===== src/mps_pkg.sv =====
// Package for the memory pin scan chain: constants, types and chain layout
package mps_pkg;

    // Chain length and special positions (1-based as listed)
    localparam int CHAIN_LEN = 67;
    localparam int POS_UNASSIGNED_A = 56;
    localparam int POS_UNASSIGNED_B = 57;
    localparam int POS_SPARE_MARKER = 20;

    // Output FIFO shape
    localparam int FIFO_WIDTH = 1;
    localparam int FIFO_DEPTH = 8;

    // Clock and timing
    localparam real CLK_PERIOD_NS = 5.0;
    localparam real SCAN_ENTRY_LEAD_NS = 3.0;
    localparam int SCAN_ENTRY_LEAD_CYC = (int'($ceil(SCAN_ENTRY_LEAD_NS / CLK_PERIOD_NS)) < 1) ? 1 :
        int'($ceil(SCAN_ENTRY_LEAD_NS / CLK_PERIOD_NS));

    // Synchroniser depth
    localparam int SYNC_STAGES = 2;

    // Chain vector type
    typedef logic [CHAIN_LEN-1:0] mps_chain_t;

    // Scan control pins, grouped
    typedef struct packed {
        logic scanEntrySelect;
        logic shiftCaptureSelect;
        logic scanStrobe;
        logic testOutGate;
    } mps_scan_pins_s;

    // Normal-function view of the shared pins
    typedef struct packed {
        logic initClearPin;
        logic pinSwapSelect;
        logic chipSelectN;
        logic writeStrobeLane0;
    } mps_shared_pins_s;

    // Scan sequencer state
    typedef enum logic [1:0] {
        MPS_IDLE,
        MPS_ARMED,
        MPS_SCAN
    } mps_state_e;

endpackage : mps_pkg


===== src/mps_fifo.sv =====
// Parameterised valid/ready FIFO for the serial scan output stream
`timescale 1ns/1ps
module mps_fifo #(
    parameter int WIDTH = 1,
    parameter int DEPTH = 8
) (
    // Clock and reset
    input wire logic clk,
    input wire logic rst_b,
    // Flush
    input wire logic flush,
    // Fill side
    input wire logic inValid,
    input wire logic [WIDTH-1:0] inData,
    output logic inReady,
    // Drain side
    output logic outValid,
    output logic [WIDTH-1:0] outData,
    input wire logic outReady
);
    localparam int AW = $clog2(DEPTH);

    logic [WIDTH-1:0] mem [DEPTH]; // Storage
    logic [AW-1:0] wrPtr_r; // Write pointer
    logic [AW-1:0] rdPtr_r; // Read pointer
    logic [AW:0] count_r; // Occupancy
    logic doWr; // Write this cycle
    logic doRd; // Read this cycle

    // Full when the occupancy reaches the depth
    assign inReady = (count_r != (AW+1)'(DEPTH));
    assign outValid = (count_r != '0);
    assign outData = mem[rdPtr_r];
    assign doWr = inValid && inReady;
    assign doRd = outValid && outReady;

    // Storage write
    always_ff @(posedge clk) begin
        if (doWr) begin
            mem[wrPtr_r] <= inData;
        end
    end

    // Pointers and occupancy
    always_ff @(posedge clk or negedge rst_b) begin
        if (!rst_b) begin
            wrPtr_r <= '0;
            rdPtr_r <= '0;
            count_r <= '0;
        end else if (flush) begin
            wrPtr_r <= '0;
            rdPtr_r <= '0;
            count_r <= '0;
        end else begin
            if (doWr) begin
                wrPtr_r <= (wrPtr_r == AW'(DEPTH-1)) ? '0 : wrPtr_r + AW'(1);
            end
            if (doRd) begin
                rdPtr_r <= (rdPtr_r == AW'(DEPTH-1)) ? '0 : rdPtr_r + AW'(1);
            end
            case ({doWr, doRd})
                2'b10: count_r <= count_r + (AW+1)'(1);
                2'b01: count_r <= count_r - (AW+1)'(1);
                default: count_r <= count_r;
            endcase
        end
    end
endmodule : mps_fifo


===== src/mps_scan_chain.sv =====
// Pin scan chain of the memory device: capture, shift and gated serial output
`timescale 1ns/1ps
module mps_scan_chain
    import mps_pkg::*;
(
    // Clock and reset
    input wire logic clk,
    input wire logic rst_b,
    // Dedicated scan entry pin
    input wire logic scanEntrySelect,
    // Shared pins as seen on the balls
    input wire mps_shared_pins_s sharedPins,
    // Pad levels in chain order, bit 0 is position 1
    input wire mps_chain_t padLevels,
    // Core command decode from the memory side
    input wire logic coreCmdValid,
    // Serial test output on write strobe lane 0 pad
    output logic writeStrobeLane0Out,
    output logic writeStrobeLane0Oe,
    // Normal-mode write strobe drive request from core
    input wire logic coreStrobeOut,
    input wire logic coreStrobeOe,
    // Mode status to the core
    output logic scanActive,
    output logic cmdExecEnable,
    output logic pinSwapActive,
    output logic caTermNominal,
    output logic dataTermOff,
    // Normal-function shared pins passed to the core
    output mps_shared_pins_s coreSharedPins
);

    // Synchroniser stages for the scan entry pin and the chip select, init clear and pin swap balls
    logic [SYNC_STAGES-1:0] entrySync_r; // Scan entry sync
    logic [SYNC_STAGES-1:0] strobeSync_r; // Scan strobe sync
    logic [SYNC_STAGES-1:0] shiftSync_r; // Shift/capture sync
    logic [SYNC_STAGES-1:0] gateSync_r; // Output gate sync
    logic [SYNC_STAGES-1:0] swapSync_r; // Pin swap sync
    logic strobeLast_r; // Previous synced strobe
    logic entryNow; // Synced entry level
    logic strobeNow; // Synced strobe level
    logic shiftNow; // Synced shift select
    logic gateNow; // Synced gate level
    logic strobeRise; // Rising strobe edge

    // Sequencer
    mps_state_e state_r; // Mode state
    mps_state_e state_nxt; // Next mode state
    logic [7:0] leadCnt_r; // Entry lead counter
    logic scanLatched_r; // Scan entered since power-up

    // Chain and output
    mps_chain_t chain_r; // Chain flops
    mps_chain_t captureVal; // Masked capture value
    logic gate_r; // Registered output gate
    logic fifoInReady; // FIFO accepts a bit
    logic fifoOutValid; // FIFO has a bit
    logic [FIFO_WIDTH-1:0] fifoOutData; // Head bit
    logic fifoPush; // Load head bit
    logic serialBit_r; // Output data flop

    // Two-flop synchronisers; first stage read only by the second
    always_ff @(posedge clk or negedge rst_b) begin
        if (!rst_b) begin
            entrySync_r <= '0;
            strobeSync_r <= '0;
            shiftSync_r <= '0;
            gateSync_r <= '0;
            swapSync_r <= '0;
        end else begin
            entrySync_r <= {entrySync_r[0], scanEntrySelect};
            strobeSync_r <= {strobeSync_r[0], sharedPins.chipSelectN};
            shiftSync_r <= {shiftSync_r[0], sharedPins.initClearPin};
            gateSync_r <= {gateSync_r[0], sharedPins.pinSwapSelect};
            swapSync_r <= {swapSync_r[0], sharedPins.pinSwapSelect};
        end
    end

    assign entryNow = entrySync_r[SYNC_STAGES-1];
    assign strobeNow = strobeSync_r[SYNC_STAGES-1];
    assign shiftNow = shiftSync_r[SYNC_STAGES-1];
    assign gateNow = gateSync_r[SYNC_STAGES-1];

    // Strobe edge finder
    always_ff @(posedge clk or negedge rst_b) begin
        if (!rst_b) begin
            strobeLast_r <= 1'b0;
        end else begin
            strobeLast_r <= strobeNow;
        end
    end

    // Only a low-to-high strobe transition acts; pulses or bursts alike
    assign strobeRise = strobeNow && !strobeLast_r;

    // Mode sequencer next state
    always_comb begin
        state_nxt = state_r;
        case (state_r)
            MPS_IDLE: begin
                if (entryNow) begin
                    state_nxt = MPS_ARMED;
                end
            end
            MPS_ARMED: begin
                if (!entryNow) begin
                    state_nxt = MPS_IDLE;
                end else if (leadCnt_r >= 8'(SCAN_ENTRY_LEAD_CYC)) begin
                    state_nxt = MPS_SCAN;
                end
            end
            MPS_SCAN: begin
                if (!entryNow) begin
                    state_nxt = MPS_IDLE;
                end
            end
            default: state_nxt = MPS_IDLE;
        endcase
    end

    // Mode state register
    always_ff @(posedge clk or negedge rst_b) begin
        if (!rst_b) begin
            state_r <= MPS_IDLE;
        end else begin
            state_r <= state_nxt;
        end
    end

    // Entry lead counter, counts while armed
    always_ff @(posedge clk or negedge rst_b) begin
        if (!rst_b) begin
            leadCnt_r <= '0;
        end else if (state_r == MPS_ARMED) begin
            if (leadCnt_r != 8'hff) begin
                leadCnt_r <= leadCnt_r + 8'h01;
            end
        end else begin
            leadCnt_r <= '0;
        end
    end

    // Once scan entry is seen, normal commands stay off until a power cycle
    always_ff @(posedge clk or negedge rst_b) begin
        if (!rst_b) begin
            scanLatched_r <= 1'b0;
        end else if (entryNow) begin
            scanLatched_r <= 1'b1;
        end
    end

    assign scanActive = (state_r == MPS_SCAN);

    // Capture value with the dead positions forced low
    always_comb begin
        captureVal = padLevels;
        captureVal[POS_UNASSIGNED_A-1] = 1'b0;
        captureVal[POS_UNASSIGNED_B-1] = 1'b0;
        captureVal[POS_SPARE_MARKER-1] = 1'b0;
    end

    // Chain flops: capture or shift toward position 1, tail from ground
    always_ff @(posedge clk or negedge rst_b) begin
        if (!rst_b) begin
            chain_r <= '0;
        end else if (scanActive && strobeRise) begin
            if (!shiftNow) begin
                chain_r <= captureVal;
            end else if (fifoInReady) begin
                chain_r <= {1'b0, chain_r[CHAIN_LEN-1:1]};
            end
        end
    end

    // Registered output gate, taken on each rising strobe
    always_ff @(posedge clk or negedge rst_b) begin
        if (!rst_b) begin
            gate_r <= 1'b0;
        end else if (!scanActive) begin
            gate_r <= 1'b0;
        end else if (strobeRise) begin
            gate_r <= gateNow;
        end
    end

    // New head bit enters the FIFO on the same edge as each chain update
    assign fifoPush = scanActive && strobeRise;

    mps_fifo #(
        .WIDTH(FIFO_WIDTH),
        .DEPTH(FIFO_DEPTH)
    ) uOutFifo (
        .clk(clk),
        .rst_b(rst_b),
        .flush(!scanActive),
        .inValid(fifoPush),
        .inData(shiftNow ? chain_r[1] : captureVal[0]),
        .inReady(fifoInReady),
        .outValid(fifoOutValid),
        .outData(fifoOutData),
        .outReady(1'b1)
    );

    // Serial data flop follows the stream head
    always_ff @(posedge clk or negedge rst_b) begin
        if (!rst_b) begin
            serialBit_r <= 1'b0;
        end else if (!scanActive) begin
            serialBit_r <= 1'b0;
        end else if (fifoOutValid) begin
            serialBit_r <= fifoOutData[0];
        end
    end

    // Lane 0 pad: scan data when gated, core strobe in normal mode
    always_comb begin
        if (scanActive) begin
            writeStrobeLane0Out = serialBit_r;
            writeStrobeLane0Oe = gate_r;
        end else if (entryNow || state_r == MPS_ARMED) begin
            writeStrobeLane0Out = 1'b0;
            writeStrobeLane0Oe = 1'b0;
        end else begin
            writeStrobeLane0Out = coreStrobeOut;
            writeStrobeLane0Oe = coreStrobeOe;
        end
    end

    // Command gate and mode-dependent pad settings
    assign cmdExecEnable = coreCmdValid && !entryNow && !scanLatched_r;
    // Swap stays off for the last scan cycle after entry drops, until the sequencer is idle
    assign pinSwapActive = swapSync_r[SYNC_STAGES-1] && !entryNow && !scanActive;
    assign caTermNominal = scanActive;
    assign dataTermOff = scanActive;

    // Shared pins reach the core only outside scan entry
    always_comb begin
        if (entryNow) begin
            coreSharedPins = '0;
        end else begin
            coreSharedPins = sharedPins;
        end
    end

endmodule : mps_scan_chain


===== config.mk =====
export PLATFORM = sky130hd
export DESIGN_NAME = mps_scan_chain
export DESIGN_NICKNAME = d
export VERILOG_FILES = /design/src/mps_pkg.sv /design/src/mps_fifo.sv /design/src/mps_scan_chain.sv
export SDC_FILE = /design/constraint.sdc
export NUM_CORES = 1
export LEC_CHECK = 0
export BUFFER_PORTS_ARGS = -buffer_cell sky130_fd_sc_hd__buf_4
export CORE_MARGIN = 2
export CORE_UTILIZATION = 51
export DETAILED_ROUTE_END_ITERATION = 16
export PLACE_DENSITY = 0.83
export SYNTH_ARGS = -nofsm -noshare
export SYNTH_HDL_FRONTEND = slang
export SYNTH_SLANG_ARGS = --single-unit

===== constraint.sdc =====
create_clock -name clk -period 2.1 [get_ports clk]
set_input_delay 0.525 -clock clk [delete_from_list [all_inputs] [get_ports clk]]
set_output_delay 0.525 -clock clk [all_outputs]
set_load 0.05 [all_outputs]

# After elaboration in Yosys (flattened, before gate mapping)
# Memory sizes are Yosys's and may differ from the RTL's.
# Index checks and enable logic that the tools add are counted.
# classes
n_reduce_logical	16
order_cmp	1
n_mux	29
add_sub_neg	5
eq_ne	17
# ops
operator	n
67-bit 2-to-1 mux	2
3-bit 2-to-1 mux	6
8-bit 2-to-1 mux	2
1-bit 2-to-1 mux	11
2-bit by 1-bit inequality test with 1-bit output (second input constant)	5
8-bit by 1-bit adder with 8-bit output (second input constant)	1
8-bit by 1-bit >= comparator with 1-bit output (second input constant)	1
2-bit 2-to-1 mux	4
4-bit 2-to-1 mux	2
8-bit inequality test (second input constant)	1
4-bit case mux with 2 select lines	1
1-bit logical AND	7
3-bit by 1-bit adder with 3-bit output (second input constant)	2
3-bit equality test (second input constant)	2
2-bit case mux with 3 select lines	1
4-bit by 1-bit adder with 4-bit output (second input constant)	1
2-bit by 1-bit equality test with 1-bit output (second input constant)	2
2-bit equality test (second input constant)	2
1-bit logical NOT	4
2-bit inequality test (second input constant)	2
4-bit inequality test (second input constant)	1
4-bit nonzero test	1
4-bit by 1-bit subtractor with 4-bit output (second input constant)	1
3-bit by 1-bit inequality test with 1-bit output (second input constant)	1
5 further kinds	5
# word_totals
ramBits	8
wordCells	84
register_bits	101
n_memories	1
output_inout_bits	11
# memory_table
name	words	word_bits	rd	rd_ports_with_merged_regs	wr	line	source
uOutFifo.mem	8	1	1	0	1	mps_fifo.sv:23	logic [WIDTH-1:0] mem [DEPTH];

# Logic depth before layout (Yosys ltp)
# Gate-level depths: netlist of run 1.
# logic_depth
word_depth	7
depth_mapped	11
mapped_depth_nobuf	9

# Cells and area by module
# From an unflattened synthesis of run 1, not the netlist that was laid out.
# hier_totals
cells_unflattened	408
area_unflattened_um2	5440.2
# by_module_without_submodules
module	area_each_um2	seq_area_each_um2	instances	cells_each
mps_scan_chain	4405.5	2202.1	1	314
mps_fifo	1034.7	490.5	1	94

# Worst setup path before layout of run 1
# No wires, ideal clock.
# synth_path
kind	reg-to-output
from	reg state_r[1]
to	out pinSwapActive
arrival_ns	2.095
required_time_ns	1.575
setup_slack_ns	-0.520
n_path_buf	2
stages_incl_launch_ff	6
path_cell_list	dfrtp_1 > buf_4 > nand2b_1 > buf_2 > inv_2 > nor3b_1
# synth_between
elab_chain_cells	3
# synth_lines
item	line	source
start, declared	mps_scan_chain.sv:47	mps_state_e state_r;
start signal, assigned	mps_scan_chain.sv:126	state_r <= state_nxt;
2-bit equality test	mps_scan_chain.sv:152	assign scanActive = (state_r == MPS_SCAN);
via caTermNominal	mps_scan_chain.sv:27	output logic caTermNominal,
1-bit logical NOT	mps_scan_chain.sv:232	assign pinSwapActive = swapSync_r[SYNC_STAGES-1] && !entryNow && !scanActive;
1-bit logical AND	mps_scan_chain.sv:232	
end, declared	mps_scan_chain.sv:26	output logic pinSwapActive,
# The timed path passes the listed nets, and every way through them passes these cells.

# Worst setup path in the final report of run 1
# layout_path
from	reg uOutFifo.count_r[2]
to	reg uOutFifo.count_r[3]
# layout_between
elab_chain_cells	5
elab_cells_between_ends	10
cone_classes	2 x add/sub; 4 x eq/ne; 2 x mux; 2 x reduce/logical
# layout_lines
item	line	source
start, declared	mps_fifo.sv:26	logic [AW:0] count_r;
start signal, assigned	mps_fifo.sv:62	2'b10: count_r <= count_r + (AW+1)'(1);
start signal, assigned	mps_fifo.sv:63	2'b01: count_r <= count_r - (AW+1)'(1);
start signal, assigned	mps_fifo.sv:64	default: count_r <= count_r;
4-bit inequality test	mps_fifo.sv:31	assign inReady = (count_r != (AW+1)'(DEPTH));
1-bit logical AND	mps_fifo.sv:34	assign doWr = inValid && inReady;
2-bit by 1-bit equality test with 1-bit output or 2-bit equality test (tied branches)	mps_fifo.sv:61	case ({doWr, doRd})
4-bit case mux with 2 select lines	mps_fifo.sv:61	
4-bit 2-to-1 mux	mps_fifo.sv:50	end else if (flush) begin
# Parallel ways exist; a longest one is shown, timed or not.
# A chain may end at the register's enable or synchronous reset.

==> results.py, run 1 <==
metrics = {
    "run_status": {
        "outcome": "completed",
    },
    "clock_tree": {
        "path_clk_slew_ps": 100,
        "cts_tree": "built",
        "clockRootBuffer": "clkbuf_8",
        "hold_buffers": 0,
        "htreeDepth": 3,
        "clk_latency_ps": 360,
        "cts.sinks": 106,
        "clockBufferDepth": 2,
        "cts_buffers": 9,
    },
    "yosys": {
        "synth_edf_count": 8,
        "syn_inst": 470,
        "synthesis.area_um2": 5150,
        "ys_async_sr_fraction": 0.925,
        "synth_nets": 556,
        "dominantRegCellSynth": "dfrtp_1",
        "synth_cell_types": 49,
        "synthTopCellsByArea": "dfrtp_1, mux2i_1, edfxtp_1, o21ai_0, nand2_1",
        "synth-seq-area-share": 0.522,
        "synth_most_common_cell": "dfrtp_1",
        "ys_warn_count": 0,
        "avgSynthCellArea_um2": 11.0,
        "ys_ff_latch": 106,
        "synth.top_cells.by_count": "dfrtp_1, mux2i_1, nand2_1",
        "synth_top_cell_area_share": 0.476,
        "synth_top_cell_by_area": "dfrtp_1",
    },
    "timing": {
        "fin_ws_ps": 26.6,
        "timing.final.crit_share": 0.987,
        "period_minus_slack_ps": 2070,
        "finalMaxSlewViolations": 0,
        "relSlewSlack": 0.689,
        "setup_tns_ps": 0,
        "worst_pin_slew_ps": 464,
        "hold_ws_ps": 98.7,
        "skew_ps": 14.6,
        "hold_violations": 0,
        "final-setup-viol-count": 0,
        "fmax_mhz": 482,
    },
    "placed_design": {
        "hpwl_um": 7150,
        "place_area_um2": 6010,
        "dpl.cell_count": 676,
        "finalWeightedCongestion": 0.854,
        "numPortBuffers": 84,
        "detailedPlace.worstSlack_ps": -37.0,
    },
    "critical_path": {
        "slowest_stage": "or3_4",
        "crit_fanout": 4,
        "path_delay_family": "compound AO/OA/AOI/OAI gates",
        "path_buf_inv": 1,
        "crit_type": "reg -> reg",
        "slowest_delay_ps": 430,
        "critPathRequiredTime_ps": 2350,
        "startpoint_type": "flop",
        "cp-end-kind": "flop",
        "cp.arrival_ps": 2320,
        "path_cells": "or3_4, a31oi_4, ha_4, o211ai_1, buf_4, a211oi_2, o31a_1",
    },
    "drt": {
        "totalWireLength_um": 10100,
        "drt_iter0_markers": 176,
        "postRouteAntennaNets": 0,
        "route.vias.total": 3714,
        "drt-wirelength-per-cell_um": 14.5,
        "drc": 0,
        "via_per_inst": 5.34,
        "drt_first_pass_iters": 4,
    },
    "flow_run": {
        "cap_violations": 0,
    },
    "floorplanning": {
        "rows": 36,
        "coreArea_um2": 9770,
        "dieArea_um2": 10900,
        "start_util": 0.527,
        "io_pins": 88,
        "die_x_um": 105,
        "die_h_um": 105,
    },
    "final_layout": {
        "nFillCells": 759,
        "finish.utilization": 0.646,
        "nets": 644,
        "drive_gt1_frac": 0.330,
        "final_cell_area_um2": 6310,
        "final_cells": 696,
        "multi_input_area_um2": 2340,
        "syn_to_final_growth_pct": 22.5,
        "register_area_um2": 2700,
        "diodes": 0,
    },
    "global_routing": {
        "grt_max_degree": 57,
        "grt_antenna_before_repair": 0,
        "gr-total-overflow": 0,
        "grt_use_total": 0.197,
        "grt_pass1_wl_um": 17600,
        "grt_pass1_vias": 3781,
    },
    "power_and_ir_drop": {
        "leakage_nw": 2.98,
        "totalPowerFinal_mw": 6.38,
        "power_density_nw_per_um2": 1010,
        "ir_drop_mv": 0.629,
    },
    "worst_hold_path": {
        "min_path_type": "in -> async",
    },
}
## worst paths after layout
kind                       cells after the start  slack (ps)           startpoint                  end
max                                            7          30  uOutFifo.count_r[2]  uOutFifo.count_r[3]
min                                            1         100                rst_b          chain_r[43]
max reg2reg                                    7          30  uOutFifo.count_r[2]  uOutFifo.count_r[3]
min reg2reg                                    0         360       entrySync_r[0]       entrySync_r[1]
max in group asynchronous                      2        1400                rst_b          chain_r[21]
min in group clk                               1         260      scanEntrySelect       entrySync_r[0]
## sequential cells by signal, summed over array words and instances, names as in the netlist
register and flops:
strobeSync_r 2, strobeLast_r 1, uOutFifo.rdPtr_r 3, gate_r 1, shiftSync_r 2, serialBit_r 1, swapSync_r 1, gateSync_r 1
entrySync_r 2, chain_r 66, uOutFifo.wrPtr_r 3, scanLatched_r 1, state_r 2, uOutFifo.count_r 4, leadCnt_r 8, uOutFifo.mem 8
## cell families after synthesis
family / synth area share
mux: 0.141
buf+inv: 0.0398
fa+ha+maj: 0.0218
xor+xnor: 0.00340
compound gates: 0.123
simple gates: 0.149
flops: 0.522
## where the power goes
group | leakage [nW] | internal [mW] | switching, mW
logic | 1.60 | 0.864 | 1.02
clock network | 0.108 | 0.601 | 0.715
registers | 1.27 | 2.77 | 0.414
total | 2.98 | 4.23 | 2.15
## layout by cell type, fill, tap and decap left out, types with 2 or more instances in the layout
| cell | synthesis | routed |
|---|---|---|
| mux4_2 | 2 | 2 |
| o21ai_2 | 20 | 20 |
| inv_6 | 0 | 3 |
| nand2b_1 | 12 | 11 |
| nor2b_1 | 5 | 5 |
| a211oi_1 | 4 | 3 |
| inv_1 | 4 | 4 |
| inv_4 | 0 | 2 |
| nor3_1 | 10 | 10 |
| clkbuf_8 | 0 | 10 |
| nand2_2 | 20 | 20 |
| and3_1 | 2 | 2 |
| ha_1 | 9 | 8 |
| nor2_1 | 23 | 22 |
| buf_4 | 4 | 97 |
| o21ai_0 | 47 | 47 |
| dfrtp_1 | 98 | 96 |
| a32o_1 | 3 | 3 |
| buf_6 | 3 | 3 |
| or2_2 | 2 | 2 |
| edfxtp_1 | 8 | 8 |
| nand3_1 | 3 | 3 |
| a21oi_1 | 11 | 11 |
| mux2i_1 | 67 | 67 |
| buf_12 | 0 | 6 |
| a31oi_1 | 5 | 3 |
| nand2_1 | 61 | 61 |
| o22ai_2 | 0 | 2 |
## routing by layer
layer | vias to the layer above | GRT usage | share of wire
li1 | 1823 | - | -
met1 | 1778 | 0.258 | 0.44
met2 | 98 | 0.328 | 0.50
met3 | 15 | 0.0362 | 0.044
met4 | 0 | 0.0705 | 0.017
met5 | - | 0 | 0
## layout make-up
class | count | share of cell area
Clock buffer | 10 | 0.0218
Clock inverter | 6 | 0.0113
Inverter | 5 | 0.00337
Multi-Input combinational cell | 330 | 0.370
Sequential cell | 106 | 0.427
Tap cell | 133 | 0.0264
Timing Repair Buffer | 106 | 0.140
## timing repair
action                     in CTS  in global routing
pin swaps                       0                  4
buffers inserted                0                  4
gates cloned                    0                  0
setup endpoints to repair       3                  4
gates resized for setup         3                  9
Power figures use the tool's default switching activity.
==> run 2: changes to the inputs <==
PLACE_DENSITY = not set   (was 0.83)
PLACE_DENSITY_LB_ADDON = 0.1   (was not set)
==> results.py, run 2 (synthesized netlist as in run 1, its figures left out) <==
metrics = {
    "placed_design": {
        "dpl.cell_count": 675,
        "finalWeightedCongestion": 0.867,
        "numPortBuffers": 84,
        "hpwl_um": 6660,
    },
    "floorplanning": {
        "coreArea_um2": 9770,
        "die_x_um": 105,
        "die_h_um": 105,
        "rows": 36,
        "dieArea_um2": 10900,
        "start_util": 0.527,
        "io_pins": 88,
    },
    "final_layout": {
        "largest_register_ffs": 66,
        "final_common_cell": "buf_4",
        "diodes": 0,
        "largest-register": "chain_r",
        "drive_gt1_frac": 0.315,
        "top_regs": "chain_r: 66 flops, leadCnt_r: 8 flops, uOutFifo.mem: 8 flops",
        "finish.utilization": 0.633,
        "nets": 641,
        "syn_to_final_growth_pct": 20.0,
        "nFillCells": 798,
        "final_cell_mix": "buf_4, dfrtp_1, mux2i_1",
        "final_cells": 692,
    },
    "clock_tree": {
        "htreeDepth": 3,
        "clockBufferDepth": 2,
        "hold_buffers": 0,
        "cts_tree": "built",
        "cts.sinks": 106,
        "cts_buffers": 9,
        "clockRootBuffer": "clkbuf_8",
        "clk_latency_ps": 360,
        "path_clk_slew_ps": 100,
    },
    "power_and_ir_drop": {
        "intPower_mw": 4.07,
        "ir_drop_mv": 0.496,
        "leakage_nw": 2.92,
        "power.switching_mw": 2.02,
        "p_comb_frac": 0.296,
        "power_density_nw_per_um2": 984,
        "p_seq_frac": 0.521,
        "totalPowerFinal_mw": 6.09,
        "clock_power_share": 0.183,
        "p_sw_frac": 0.332,
    },
    "timing": {
        "setup_tns_ps": 0,
        "hold_violations": 0,
        "period_minus_slack_ps": 2010,
        "finalMaxSlewViolations": 0,
        "final-setup-viol-count": 0,
        "skew_ps": 12.7,
        "fmax_mhz": 496,
        "relSlewSlack": 0.690,
        "timing.final.crit_share": 0.959,
        "worst_pin_slew_ps": 463,
    },
    "global_routing": {
        "grt_use_total": 0.181,
        "grt_antenna_before_repair": 0,
        "grt_max_degree": 53,
        "grt_pass1_vias": 3498,
        "gr-total-overflow": 0,
        "grt_pass1_wl_um": 16200,
    },
    "drt": {
        "route.vias.total": 3547,
        "drt-wirelength-per-cell_um": 13.6,
        "via_per_inst": 5.13,
        "drc": 0,
        "drt_first_pass_iters": 4,
        "drt_iter0_markers": 131,
        "totalWireLength_um": 9380,
        "postRouteAntennaNets": 0,
    },
    "critical_path": {
        "crit_type": "reg -> out",
        "slowest_delay_ps": 460,
        "startpoint_type": "flop",
        "path_buf_inv": 1,
        "crit_fanout": 7,
        "slowest_stage": "dfrtp_2",
        "critPathRequiredTime_ps": 1570,
        "cp.arrival_ps": 1490,
        "path_cells": "nand2b_1, nor2_1, a21oi_1, o22ai_2, buf_4",
        "cp-end-kind": "output port",
        "path_delay_family": "flip-flops",
    },
    "flow_run": {
        "cap_violations": 0,
    },
    "run_status": {
        "outcome": "completed",
    },
    "worst_hold_path": {
        "min_path_type": "in -> async",
    },
}
## run 2: worst paths after layout
kind,start,endpoint,slack [ps],depth (start not counted)
setup / recovery,entrySync_r[1],writeStrobeLane0Out,90,5
setup reg to reg,uOutFifo.count_r[2],uOutFifo.count_r[3],120,7
max in group asynchronous,rst_b,shiftSync_r[1],1440,2
hold / removal,rst_b,chain_r[12],90,1
min in group clk,scanEntrySelect,entrySync_r[0],270,1
hold reg to reg,shiftSync_r[0],shiftSync_r[1],350,0
## run 2: stage by stage
stage | setup WS (ps) | hold WS [ps] | instance area, um2
finish | 85.3 | 87.1 | 6190
CTS | 26.3 | 95.6 | 6150
global placement | 119 | 335 | 5980
detailed placement | 56.6 | 335 | 5980
floorplan | 16.5 | 229 | 5180
global route | -2.47 | 120 | 6190
## run 2: repair_timing
item | in CTS | in global routing
buffers inserted | 0 | 2
endpoints found under the setup margin | 2 | 4
gates resized for setup | 1 | 3
## run 2: cell type report
| class | count | area [um2] | share of cell area |
|---|---|---|---|
| multi-input cells | 330 | 2310 | 0.373 |
| flip-flops and latches | 106 | 2700 | 0.436 |
| clock buffers | 12 | 145 | 0.0235 |
| inverters | 5 | 21.3 | 0.00344 |
| clock inverters | 3 | 25.0 | 0.00404 |
| repair buffers | 103 | 825 | 0.133 |
| well taps | 133 | 166 | 0.0269 |
## run 2: layer usage
layer / vias up / GRT usage / routed length (um)
li1: 1810 / - / -
met3: 14 / 0.0405 / 406
met5: - / 0 / 0
met1: 1662 / 0.255 / 4490
met4: 0 / 0.0579 / 131
met2: 61 / 0.280 / 4360
## run 2: power by group through the flow
stage	logic, mW	clock network [mW]	registers [mW]
3_5_place_dp	1.82	0	3.23
6_report	1.80	1.11	3.17
4_1_cts	1.82	1.16	3.18
5_1_grt	2.05	1.24	3.27
2_1_floorplan	1.39	0	3.12
3_3_place_gp	1.76	0	3.19
